`src/wtc_pkg.sv`:
```
// Constants, types and mode helpers for the wide timer control block.
// Assumes a single 40 MHz system clock and an APB register port.
package wtc_pkg;

  localparam int          CH_N       = 3;
  localparam int          FILT_LEN   = 4;
  localparam logic [7:0]  OFF_CTRL_A = 8'h00;
  localparam logic [7:0]  OFF_CTRL_B = 8'h04;
  localparam logic [7:0]  OFF_CTRL_C = 8'h08;
  localparam logic [7:0]  OFF_COUNT  = 8'h0C;
  localparam logic [7:0]  OFF_CMP_A  = 8'h10;
  localparam logic [7:0]  OFF_CMP_B  = 8'h14;
  localparam logic [7:0]  OFF_CMP_C  = 8'h18;
  localparam logic [7:0]  OFF_CAPT   = 8'h1C;
  localparam logic [7:0]  OFF_FLAGS  = 8'h20;
  localparam logic [7:0]  CTRL_RST   = 8'h00;
  localparam logic [7:0]  CTRL_B_WMASK = 8'hDF;
  localparam int          FLG_OVF    = 0;
  localparam int          FLG_CMP    = 1;
  localparam int          FLG_CAP    = 5;
  localparam logic [5:0]  FLAGS_RST  = 6'h00;
  localparam logic [15:0] TOP_MAX    = 16'hFFFF;
  localparam logic [15:0] TOP_8      = 16'h00FF;
  localparam logic [15:0] TOP_9      = 16'h01FF;
  localparam logic [15:0] TOP_10     = 16'h03FF;
  localparam logic [9:0]  PS_8       = 10'h007;
  localparam logic [9:0]  PS_64      = 10'h03F;
  localparam logic [9:0]  PS_256     = 10'h0FF;
  localparam logic [9:0]  PS_1024    = 10'h3FF;
  localparam logic [2:0]  CS_OFF     = 3'h0;
  localparam logic [2:0]  CS_DIV1    = 3'h1;
  localparam logic [2:0]  CS_DIV8    = 3'h2;
  localparam logic [2:0]  CS_DIV64   = 3'h3;
  localparam logic [2:0]  CS_DIV256  = 3'h4;
  localparam logic [2:0]  CS_DIV1024 = 3'h5;
  localparam logic [2:0]  CS_FALL    = 3'h6;
  localparam logic [2:0]  CS_RISE    = 3'h7;

  typedef struct packed {
    logic        psel;
    logic        penable;
    logic        pwrite;
    logic [7:0]  paddr;
    logic [31:0] pwdata;
  } wtc_apb_req_t;

  typedef enum logic [1:0] {
    DIR_UP   = 2'b01,
    DIR_DOWN = 2'b10
  } wtc_dir_t;

  // Normal, clear-on-match and reserved modes
  function automatic logic wtc_non_pwm(input logic [3:0] m);
    return (m == 4'h0) || (m == 4'h4) || (m == 4'hC) || (m == 4'hD);
  endfunction : wtc_non_pwm

  function automatic logic wtc_phase(input logic [3:0] m);
    return (m inside {4'h1, 4'h2, 4'h3, 4'h8, 4'h9, 4'hA, 4'hB});
  endfunction : wtc_phase

  function automatic logic wtc_bot_load(input logic [3:0] m);
    return (m == 4'h8) || (m == 4'h9);
  endfunction : wtc_bot_load

  function automatic logic wtc_capt_top(input logic [3:0] m);
    return (m == 4'h8) || (m == 4'hA) || (m == 4'hC) || (m == 4'hE);
  endfunction : wtc_capt_top

  function automatic logic wtc_cmpa_top(input logic [3:0] m);
    return (m == 4'h4) || (m == 4'h9) || (m == 4'hB) || (m == 4'hF);
  endfunction : wtc_cmpa_top

  function automatic logic wtc_fast_tgl(input logic [3:0] m);
    return (m == 4'hE) || (m == 4'hF);
  endfunction : wtc_fast_tgl

endpackage : wtc_pkg

```
`src/wtc_timer.sv`:
```
// 16-bit timer with three compare channels, mode, clock and capture control.
// Assumes an APB master on clk_sys_in; all pin inputs synchronous to it.
// Function
// - Four-bit waveform mode from control A bits 1:0 and B bits 4:3.
// - Modes 0, 4, 12: TOP FFFF/compare A/capture, immediate load, flag at MAX.
// - Phase modes 1-3, 10, 11: load at TOP, overflow flag at BOTTOM.
// - Modes 8, 9: TOP capture or compare A, load and flag at BOTTOM.
// - Fast modes 5-7, 14, 15: load at TOP, overflow flag at TOP.
// - Filter needs four equal capture pin samples before level changes.
// - Edge select zero means falling, one means rising capture edge.
// - Capture copies counter to capture value and sets capture flag.
// - No captures while capture value serves as TOP.
// - Clock select 1 undivided; 2 to 5 divide by 8, 64, 256, 1024.
// - Clock select 0 stops the counter.
// - Code 6 counts falling, code 7 rising count pin edges.
// - Count pin edges count regardless of the pin's direction setting.
// - Force bits act only in non-PWM modes.
// - Force applies an immediate match using the channel output action.
// - Force sets no flag and never clears the counter.
// - Non-PWM action: 00 off, 01 toggle, 10 low, 11 high.
//
// Implementation choices: the placing of the registers and the APB interface to the registers.
`timescale 1ns/1ps
module wtc_timer
  import wtc_pkg::*;
(
  input  wire logic               clk_sys_in,
  input  wire logic               nrst_in,
  input  wire wtc_apb_req_t       apb_req_in,
  output logic [31:0]             prdata_out,
  output logic                    pready_out,
  output logic                    pslverr_out,
  input  wire logic               ext_count_pin_in,
  input  wire logic               capture_pin_in,
  output logic [CH_N-1:0]         wave_out_pin_out,
  output logic [CH_N-1:0]         wave_out_en_out
);

  logic [7:0]             control_reg_a;
  logic [7:0]             control_reg_b;
  logic [15:0]            counter_value;
  logic [15:0]            capture_value;
  logic [15:0]            cmp_buf [CH_N];
  logic [15:0]            cmp_act [CH_N];
  logic [15:0]            cmp_eff [CH_N];
  logic [5:0]             flags;
  logic [9:0]             presc;
  logic                   ext_q;
  logic [FILT_LEN-1:0]    cap_samp;
  logic                   cap_lvl;
  logic                   cap_lvl_q;
  logic                   block_match;
  wtc_dir_t               dir;
  logic [CH_N-1:0]        wave;
  logic [3:0]             waveform_mode_sel;
  logic [2:0]             clock_sel;
  logic                   capture_filter_en;
  logic                   capture_edge_sel;
  logic                   non_pwm;
  logic                   phase;
  logic [15:0]            top;
  logic                   tick;
  logic                   at_top;
  logic                   at_bot;
  logic                   ovf_ev;
  logic                   load_ev;
  logic                   cap_ev;
  logic [CH_N-1:0]        match;
  logic [CH_N-1:0]        force_match;
  logic                   acc;
  logic                   wr;
  logic                   hit;
  logic [31:0]            next_rdata;

  // Control field decode
  assign waveform_mode_sel = {control_reg_b[4:3], control_reg_a[1:0]};
  assign clock_sel         = control_reg_b[2:0];
  assign capture_filter_en = control_reg_b[7];
  assign capture_edge_sel  = control_reg_b[6];
  assign non_pwm           = wtc_non_pwm(waveform_mode_sel);
  assign phase             = wtc_phase(waveform_mode_sel);

  // APB decode, zero wait states
  assign acc         = apb_req_in.psel & apb_req_in.penable;
  assign wr          = acc & apb_req_in.pwrite;
  assign pready_out  = 1'b1;
  assign pslverr_out = acc & ~hit;

  always_comb begin
    hit        = 1'b1;
    next_rdata = 32'h0000_0000;
    case (apb_req_in.paddr)
      OFF_CTRL_A: next_rdata = {24'h00_0000, control_reg_a};
      OFF_CTRL_B: next_rdata = {24'h00_0000, control_reg_b};
      OFF_CTRL_C: next_rdata = 32'h0000_0000;
      OFF_COUNT:  next_rdata = {16'h0000, counter_value};
      OFF_CMP_A:  next_rdata = {16'h0000, cmp_buf[0]};
      OFF_CMP_B:  next_rdata = {16'h0000, cmp_buf[1]};
      OFF_CMP_C:  next_rdata = {16'h0000, cmp_buf[2]};
      OFF_CAPT:   next_rdata = {16'h0000, capture_value};
      OFF_FLAGS:  next_rdata = {26'h000_0000, flags};
      default:    hit = 1'b0;
    endcase
  end

  // Read data captured in the setup cycle
  always_ff @(posedge clk_sys_in) begin
    if (!nrst_in) begin
      prdata_out <= 32'h0000_0000;
    end else if (apb_req_in.psel && !apb_req_in.penable) begin
      prdata_out <= next_rdata;
    end
  end

  // Control registers
  always_ff @(posedge clk_sys_in) begin
    if (!nrst_in) begin
      control_reg_a <= CTRL_RST;
      control_reg_b <= CTRL_RST;
    end else if (wr && apb_req_in.paddr == OFF_CTRL_A) begin
      control_reg_a <= apb_req_in.pwdata[7:0];
    end else if (wr && apb_req_in.paddr == OFF_CTRL_B) begin
      control_reg_b <= apb_req_in.pwdata[7:0] & CTRL_B_WMASK;
    end
  end

  // Force strobes, only honoured in non-PWM modes
  always_comb begin
    force_match = '0;
    if (wr && apb_req_in.paddr == OFF_CTRL_C && non_pwm) begin
      force_match = {apb_req_in.pwdata[5], apb_req_in.pwdata[6], apb_req_in.pwdata[7]};
    end
  end

  // Prescaler and clock source
  always_ff @(posedge clk_sys_in) begin
    if (!nrst_in) begin
      presc <= 10'h000;
      ext_q <= 1'b0;
    end else begin
      presc <= presc + 10'h001;
      ext_q <= ext_count_pin_in;
    end
  end

  always_comb begin
    case (clock_sel)
      CS_OFF:     tick = 1'b0;
      CS_DIV1:    tick = 1'b1;
      CS_DIV8:    tick = (presc & PS_8) == PS_8;
      CS_DIV64:   tick = (presc & PS_64) == PS_64;
      CS_DIV256:  tick = (presc & PS_256) == PS_256;
      CS_DIV1024: tick = (presc & PS_1024) == PS_1024;
      CS_FALL:    tick = ext_q & ~ext_count_pin_in;
      CS_RISE:    tick = ~ext_q & ext_count_pin_in;
      default:    tick = 1'b0;
    endcase
  end

  // TOP selection
  always_comb begin
    case (waveform_mode_sel)
      4'h1, 4'h5: top = TOP_8;
      4'h2, 4'h6: top = TOP_9;
      4'h3, 4'h7: top = TOP_10;
      default: begin
        if (wtc_capt_top(waveform_mode_sel)) begin
          top = capture_value;
        end else if (wtc_cmpa_top(waveform_mode_sel)) begin
          top = cmp_eff[0];
        end else begin
          top = TOP_MAX;
        end
      end
    endcase
  end

  assign at_top  = counter_value == top;
  assign at_bot  = counter_value == 16'h0000;
  assign load_ev = tick & ~non_pwm
                 & (wtc_bot_load(waveform_mode_sel) ? at_bot : at_top);
  always_comb begin
    if (non_pwm) begin
      ovf_ev = tick & (counter_value == TOP_MAX);
    end else if (phase) begin
      ovf_ev = tick & at_bot;
    end else begin
      ovf_ev = tick & at_top;
    end
  end

  // Counter and direction
  always_ff @(posedge clk_sys_in) begin
    if (!nrst_in) begin
      counter_value <= 16'h0000;
      dir           <= DIR_UP;
    end else if (wr && apb_req_in.paddr == OFF_COUNT) begin
      counter_value <= apb_req_in.pwdata[15:0];
    end else if (tick) begin
      if (phase) begin
        case (dir)
          DIR_UP: begin
            if (counter_value >= top) begin
              dir           <= DIR_DOWN;
              counter_value <= counter_value - 16'h0001;
            end else begin
              counter_value <= counter_value + 16'h0001;
            end
          end
          DIR_DOWN: begin
            if (at_bot) begin
              dir           <= DIR_UP;
              counter_value <= counter_value + 16'h0001;
            end else begin
              counter_value <= counter_value - 16'h0001;
            end
          end
          default: dir <= DIR_UP;
        endcase
      end else begin
        dir <= DIR_UP;
        // Clear-on-match wraps at TOP; forces never reach here
        if (counter_value >= top) begin
          counter_value <= 16'h0000;
        end else begin
          counter_value <= counter_value + 16'h0001;
        end
      end
    end
  end

  // Counter write suppresses the next timer clock's match
  always_ff @(posedge clk_sys_in) begin
    if (!nrst_in) begin
      block_match <= 1'b0;
    end else if (wr && apb_req_in.paddr == OFF_COUNT) begin
      block_match <= 1'b1;
    end else if (tick) begin
      block_match <= 1'b0;
    end
  end

  // Compare buffers and active values
  always_ff @(posedge clk_sys_in) begin
    if (!nrst_in) begin
      for (int i = 0; i < CH_N; i++) begin
        cmp_buf[i] <= 16'h0000;
        cmp_act[i] <= 16'h0000;
      end
    end else begin
      for (int i = 0; i < CH_N; i++) begin
        if (wr && apb_req_in.paddr == OFF_CMP_A + 8'(4 * i)) begin
          cmp_buf[i] <= apb_req_in.pwdata[15:0];
        end
        if (non_pwm || load_ev) begin
          cmp_act[i] <= cmp_buf[i];
        end
      end
    end
  end

  always_comb begin
    for (int i = 0; i < CH_N; i++) begin
      cmp_eff[i] = non_pwm ? cmp_buf[i] : cmp_act[i];
      match[i]   = tick & ~block_match & (counter_value == cmp_eff[i]);
    end
  end

  // Waveform outputs
  always_ff @(posedge clk_sys_in) begin
    if (!nrst_in) begin
      wave <= '0;
    end else begin
      for (int i = 0; i < CH_N; i++) begin
        if (non_pwm) begin
          if (match[i] || force_match[i]) begin
            case (control_reg_a[7-2*i -: 2])
              2'b01:   wave[i] <= ~wave[i];
              2'b10:   wave[i] <= 1'b0;
              2'b11:   wave[i] <= 1'b1;
              default: wave[i] <= wave[i];
            endcase
          end
        end else if (control_reg_a[7-2*i]) begin
          if (phase) begin
            if (match[i]) begin
              wave[i] <= (dir == DIR_UP) ? control_reg_a[6-2*i] : ~control_reg_a[6-2*i];
            end
          end else if (tick && at_top) begin
            wave[i] <= ~control_reg_a[6-2*i];
          end else if (match[i]) begin
            wave[i] <= control_reg_a[6-2*i];
          end
        end else if (control_reg_a[6-2*i] && i == 0 && match[i]
                     && (phase ? wtc_bot_load(waveform_mode_sel) || waveform_mode_sel[3]
                               : wtc_fast_tgl(waveform_mode_sel))) begin
          wave[i] <= ~wave[i];
        end
      end
    end
  end

  always_comb begin
    for (int i = 0; i < CH_N; i++) begin
      if (non_pwm || control_reg_a[7-2*i]) begin
        wave_out_en_out[i] = control_reg_a[7-2*i -: 2] != 2'b00;
      end else begin
        wave_out_en_out[i] = control_reg_a[6-2*i] && i == 0
                             && (phase ? waveform_mode_sel[3]
                                       : wtc_fast_tgl(waveform_mode_sel));
      end
    end
  end

  assign wave_out_pin_out = wave;

  // Capture filter and edge detect
  always_ff @(posedge clk_sys_in) begin
    if (!nrst_in) begin
      cap_samp  <= '0;
      cap_lvl   <= 1'b0;
      cap_lvl_q <= 1'b0;
    end else begin
      cap_samp  <= {cap_samp[FILT_LEN-2:0], capture_pin_in};
      cap_lvl_q <= cap_lvl;
      if (!capture_filter_en) begin
        cap_lvl <= capture_pin_in;
      end else if (&cap_samp) begin
        cap_lvl <= 1'b1;
      end else if (~|cap_samp) begin
        cap_lvl <= 1'b0;
      end
    end
  end

  assign cap_ev = (cap_lvl != cap_lvl_q) && (cap_lvl == capture_edge_sel)
                  && !wtc_capt_top(waveform_mode_sel);

  always_ff @(posedge clk_sys_in) begin
    if (!nrst_in) begin
      capture_value <= 16'h0000;
    end else if (cap_ev) begin
      capture_value <= counter_value;
    end else if (wr && apb_req_in.paddr == OFF_CAPT) begin
      capture_value <= apb_req_in.pwdata[15:0];
    end
  end

  // Sticky flags, write one to clear, set wins
  always_ff @(posedge clk_sys_in) begin
    if (!nrst_in) begin
      flags <= FLAGS_RST;
    end else begin
      for (int b = 0; b < 6; b++) begin
        if (wr && apb_req_in.paddr == OFF_FLAGS && apb_req_in.pwdata[b]) begin
          flags[b] <= 1'b0;
        end
      end
      if (ovf_ev) begin
        flags[FLG_OVF] <= 1'b1;
      end
      for (int i = 0; i < CH_N; i++) begin
        if (match[i]) begin
          flags[FLG_CMP+i] <= 1'b1;
        end
      end
      if (cap_ev) begin
        flags[FLG_CAP] <= 1'b1;
      end
    end
  end

endmodule : wtc_timer

```
`config.mk`:
```
export PLATFORM = sky130hd
export DESIGN_NAME = wtc_timer
export DESIGN_NICKNAME = d
export VERILOG_FILES = /design/src/wtc_pkg.sv /design/src/wtc_timer.sv
export SDC_FILE = /design/constraint.sdc
export NUM_CORES = 1
export LEC_CHECK = 0
export BUFFER_PORTS_ARGS = -buffer_cell sky130_fd_sc_hd__buf_2
export CORE_ASPECT_RATIO = 0.5
export CORE_UTILIZATION = 40
export DETAILED_ROUTE_END_ITERATION = 8
export GPL_ROUTABILITY_DRIVEN = 1
export HOLD_SLACK_MARGIN = 0.02
export PLACE_DENSITY = 0.68
export SYNTH_ARGS = -nofsm -noshare
export SYNTH_HDL_FRONTEND = slang
export SYNTH_SLANG_ARGS = --single-unit
```
`constraint.sdc`:
```
create_clock -name clk_sys_in -period 12.77 [get_ports clk_sys_in]
set_input_delay 0.6385 -clock clk_sys_in [delete_from_list [all_inputs] [get_ports clk_sys_in]]
set_output_delay 0.6385 -clock clk_sys_in [all_outputs]
set_load 0.02 [all_outputs]
```
* Word-level counts from Yosys, hierarchy flattened
Memories as Yosys holds them, arrays and structs flattened. Index checks and enable logic that the tools add are counted.
Word-level totals: output and inout bits 40, RAM bits 96, memories 2, flip-flop bits (word level) 107, input bits 47, word-level logic and storage cells 293
Memory list:
- cmp_act | words 3, width 16, read ports 3, clocked after Yosys merged registers in 0, write ports 3, line wtc_timer.sv:44 | logic [15:0] cmp_act [CH_N];
- cmp_buf | words 3, width 16, read ports 3, clocked after Yosys merged registers in 0, write ports 3, line wtc_timer.sv:43 | logic [15:0] cmp_buf [CH_N];
Cells by class: add/subtract/negate cells 3, eq/ne operators 66, $lt $le $gt $ge 1, bitwise logic cells 33, reduce and logical (&&, ||, !) cells 75, muxes and demuxes 93
Operators by type and width (number):
- 16-bit 2-to-1 mux | 19
- 16-bit case mux with 8 select lines | 1
- 16-bit == test | 4
- 1-bit 2-to-1 mux | 62
- 16-bit case mux with 3 select lines | 1
- 4-bit == test, second input constant | 8
- 8-bit by 5-bit == test with 1-bit output, second input constant | 4
- 16-bit case mux with 2 select lines | 1
- 2-bit nonzero test | 12
- 1-bit logical AND | 22
- 4-bit by 1-bit != test with 1-bit output, second input constant | 5
- 1-bit logical OR | 19
- 16-bit by 1-bit adder with 16-bit output, second input constant | 1
- 16-bit == test, second input constant | 1
- 4-bit by 3-bit == test with 1-bit output, second input constant | 4
- 8-bit by 4-bit == test with 1-bit output, second input constant | 2
- 16-bit greater-or-equal comparator | 1
- 16-bit logical NOT | 1
- 16-bit by 1-bit subtractor with 16-bit output, second input constant | 1
- 3-bit == test, second input constant | 5
- 5-bit AND reduction | 3
- 1-bit AND | 14
- 2-bit == test, second input constant | 7
- 1-bit inverter | 13
- 34 further kinds | 60

* Logic depth before layout (Yosys ltp)
word-level depth 16, mapped depth 20, gate-level depth less buffers 14

* Worst setup path after synthesis
No wires, ideal clock.
path type reg2reg, start register control_reg_b[3], end memory cmp_act[0][0], enable pin, buffers on the path 7, cell stages (with the launch flop) 20, setup slack 7.984 ns, required time 12.363 ns, arrival 4.379 ns, setup time 0.407 ns, clock period less this slack 4.786 ns, cell sequence dfxtp_1 > buf_2 > nand2b_1 > buf_2 > nand3_2 > buf_2 > clkbuf_1 > buf_2 > buf_2 > nand2_1 > nand3_1 > o21ai_0 > ha_1 > nand4_1 > nor4_1 > o21ai_0 > o31ai_1 > a21oi_1 > clkbuf_1 > nand2_1
RTL lines:
- start, declared | line wtc_timer.sv:40 | logic [7:0] control_reg_b;
- start signal, assigned | line wtc_timer.sv:123 | control_reg_b <= apb_req_in.pwdata[7:0] & CTRL_B_WMASK;
- end, declared | line wtc_timer.sv:44

==> impl_metrics.env <==
export IMPL_status="finished clean"
export IMPL_tns_ns=0
export IMPL_drtIter0Drc=1754
export IMPL_ys_async_sr_fraction_pct=0
export IMPL_area_growth_syn_to_layout_pct=9.71
export IMPL_cts_tree="yes"
export IMPL_fin_skew_ns=0.0198
export IMPL_die_w_um=243
export IMPL_power_total_uw=1410
export IMPL_layout_commonest_cell="nand2_1"
export IMPL_fp_dieArea_mm2=0.0297
export IMPL_rr_endpoint="cmp_act[0][15]$_SDFFCE_PN0P_"
export IMPL_core_area_mm2=0.0281
export IMPL_hold_end="ext_q$_SDFF_PN0_"
export IMPL_cap_viol_max_count=0
export IMPL_cp_max_fo=50
export IMPL_ys_ff_latch=187
export IMPL_cts_buffers=17
export IMPL_critPathBufInv=4
export IMPL_postCtsHoldBufs=0
export IMPL_synth_top_area_share_pct=24.9
export IMPL_clockRootBuffer="clkbuf_16"
export IMPL_r2r_cells=17
export IMPL_ant_nets=0
export IMPL_ioPinCount=87
export IMPL_required_ns=12.87
export IMPL_grt_pass1_vias=9980
export IMPL_grt_max_degree=71
export IMPL_yosysSeqAreaShare_pct=40.6
export IMPL_leakage_uw=0.00469
export IMPL_synthFlopType="edfxtp_1"
export IMPL_yosys_top_cells_area="edfxtp_1, dfxtp_1, and2_1, nand2_1, mux2i_1"
export IMPL_period_minus_slack_ns=5.52
export IMPL_grt_overflow_total=0
export IMPL_fin_crit_sh_pct=43.3
export IMPL_cp_startpoint="control_reg_b[3]$_SDFFE_PN0P_"
export IMPL_synth_distinct_cells=84
export IMPL_post_cts_setup_buffers=0
export IMPL_num_rows=43
export IMPL_routed_wl_um=44900
export IMPL_cp_top_family="simple AND/OR/NAND/NOR gates"
export IMPL_crit_path_end_kind="flip-flop"
export IMPL_grt_pass1_wl_um=65400
export IMPL_hold_start="ext_count_pin_in"
export IMPL_utilization_pct=45.3
export IMPL_start_util_pct=41.3
export IMPL_layoutNonFillerInstCount=1710
export IMPL_path_cells="buf_4 > nand2b_1 > nand3_2 > buf_4 > mux2_2 > nor2_1 > o21a_1 > a21o_1 > ha_1 > nand4_1 > nor4_1 > o21ai_0 > o31ai_1 > a21oi_1 > buf_4 > nand2_2 > buf_4"
export IMPL_antenna_found_initial=4
export IMPL_place_congestion=0.967
export IMPL_place_area_mm2=0.0122
export IMPL_firstDrtPassIters=7
export IMPL_p_per_area_mw_per_mm2=111
export IMPL_port_buffers=53
export IMPL_nets=1388
export IMPL_die_h_um=122
export IMPL_crit_path_start_kind="flip-flop"
export IMPL_path_clk_slew_ns=0.08
export IMPL_final_design_area_no_fill_mm2=0.0127
export IMPL_cts_num_sinks=187
export IMPL_track_usage_pct=30.2
export IMPL_ctsLongestPathBuffers=2
export IMPL_setup_viol=0
export IMPL_synth_top_cell_by_area="edfxtp_1"
export IMPL_dp_cells=1677
export IMPL_crit_path_top_delay_cell="buf_4"
export IMPL_post_synth_cell_area_avg_um2=8.92
export IMPL_timing_rr_start="control_reg_b[3]$_SDFFE_PN0P_"
export IMPL_mappedNetlistArea_mm2=0.0116
export IMPL_grt_setup_unrepaired="no"
export IMPL_relSlewSlack_pct=9.52
export IMPL_worstMarginPinSlew_ns=1.36
export IMPL_critPathKind="flip-flop to flip-flop"
export IMPL_slew_violations=0
export IMPL_drive_gt1_share_pct=12.4
export IMPL_hold_depth=2
export IMPL_avgViaCountPerCell=6.50
export IMPL_hold_class="input pin to flip-flop"
export IMPL_hold_violations=0
export IMPL_drc=0
export IMPL_htree_levels=4
export IMPL_synth_edff_count=96
export IMPL_layout_common_cells="nand2_1, edfxtp_1, dfxtp_1"
export IMPL_place_detailed_hpwl_um=32200
export IMPL_crit_arrival_ns=5.63
export IMPL_peakVddDrop_mv=0.0902
export IMPL_ctsResizeCount=0
export IMPL_wire_per_inst_um=26.3
export IMPL_fmax_mhz=181
export IMPL_cp_common_cell="buf_4"
export IMPL_slowest_delay_ns=0.65
export IMPL_synth_warnings=0
export IMPL_num_vias=11100
export IMPL_ff2ff_setup_slack_ns=7.25
export IMPL_insertion_delay_ns=0.47
export IMPL_synthCells=1301
synth_stat cells (8+ instances only):
| cell type | count |
|---|---|
| nor3_1 | 44 |
| a221oi_1 | 27 |
| nand2b_1 | 20 |
| edfxtp_1 | 96 |
| o221ai_1 | 10 |
| nand3_1 | 48 |
| o211ai_1 | 10 |
| ha_1 | 27 |
| mux2_2 | 21 |
| dfxtp_1 | 91 |
| nor4_1 | 13 |
| a21oi_1 | 53 |
| xnor2_1 | 21 |
| clkbuf_1 | 65 |
| a22o_1 | 8 |
| inv_1 | 39 |
| and2_1 | 83 |
| a22oi_1 | 34 |
| a211oi_1 | 30 |
| nand2_1 | 123 |
| buf_4 | 19 |
| xor2_1 | 14 |
| a31oi_1 | 16 |
| nor2b_1 | 9 |
| mux2i_1 | 36 |
| nor2_1 | 87 |
| o22ai_1 | 26 |
| nand4_1 | 17 |
| buf_2 | 13 |
| o21ai_0 | 58 |
metal layers:
| metal | vias to the layer above | GRT usage (%) | routed length [um] |
|---|---|---|---|
| met3 | 96 | 9.93 | 6660 |
| met2 | 855 | 42.4 | 17800 |
| met1 | 5314 | 43.3 | 19400 |
| met5 | - | 0 | 13 |
| li1 | 4846 | - | - |
| met4 | 2 | 9.71 | 1070 |
worst max path at each step:
stage	to	slack, ns	cells past startpoint
3_3_place_gp	cmp_act[0][9]$_SDFFCE_PN0P_	7.56	17
4_1_cts	cmp_act[0][43]$_SDFFCE_PN0P_	7.41	17
2_1_floorplan	cmp_act[0][0]$_SDFFCE_PN0P_	7.98	19
6_report	cmp_act[0][15]$_SDFFCE_PN0P_	7.25	17
5_1_grt	cmp_act[0][40]$_SDFFCE_PN0P_	7.13	17
3_5_place_dp	cmp_act[0][9]$_SDFFCE_PN0P_	7.49	17
sequential cells by signal, indices dropped and copies added, names as in the netlist, 2 cells and up:
name	count
dir	2
wave_out_pin_out	3
presc	10
cmp_buf	48
cap_samp	4
cmp_act	48
control_reg_b	7
prdata_out	16
control_reg_a	8
flags	5
counter_value	16
capture_value	16
final cells by class:
class	count	area [um2]
diodes	1	2.50
clock buffers	18	429
repair buffers	84	498
well taps	382	478
fillers	2723	15400
inverters	46	173
flip-flops and latches	187	4700
clock inverters	14	140
multi-input cells	978	6300
cells by family after synthesis:
family,synth area share [%]
compound gates,21.2
xor+xnor,2.64
fa+ha+maj,2.91
buf+inv,5.67
flops,40.6
mux,5.15
other cells,0.0647
simple gates,21.8
per-stage QoR:
stage	hold WS, ns	setup WS, ns
3_3_place_gp	0.436	7.56
3_5_place_dp	0.453	7.49
6_report	0.399	7.25
2_1_floorplan	0.423	7.98
4_1_cts	0.382	7.41
5_1_grt	0.398	7.13
power by group:
part           total (uW)  leakage [uW]  internal [uW]  switching [uW]
clock network         543      0.000283            262             281
logic                 188       0.00266           63.2             125
registers             679       0.00175            654            25.3
No activity file was read; power rests on OpenSTA's default activity.
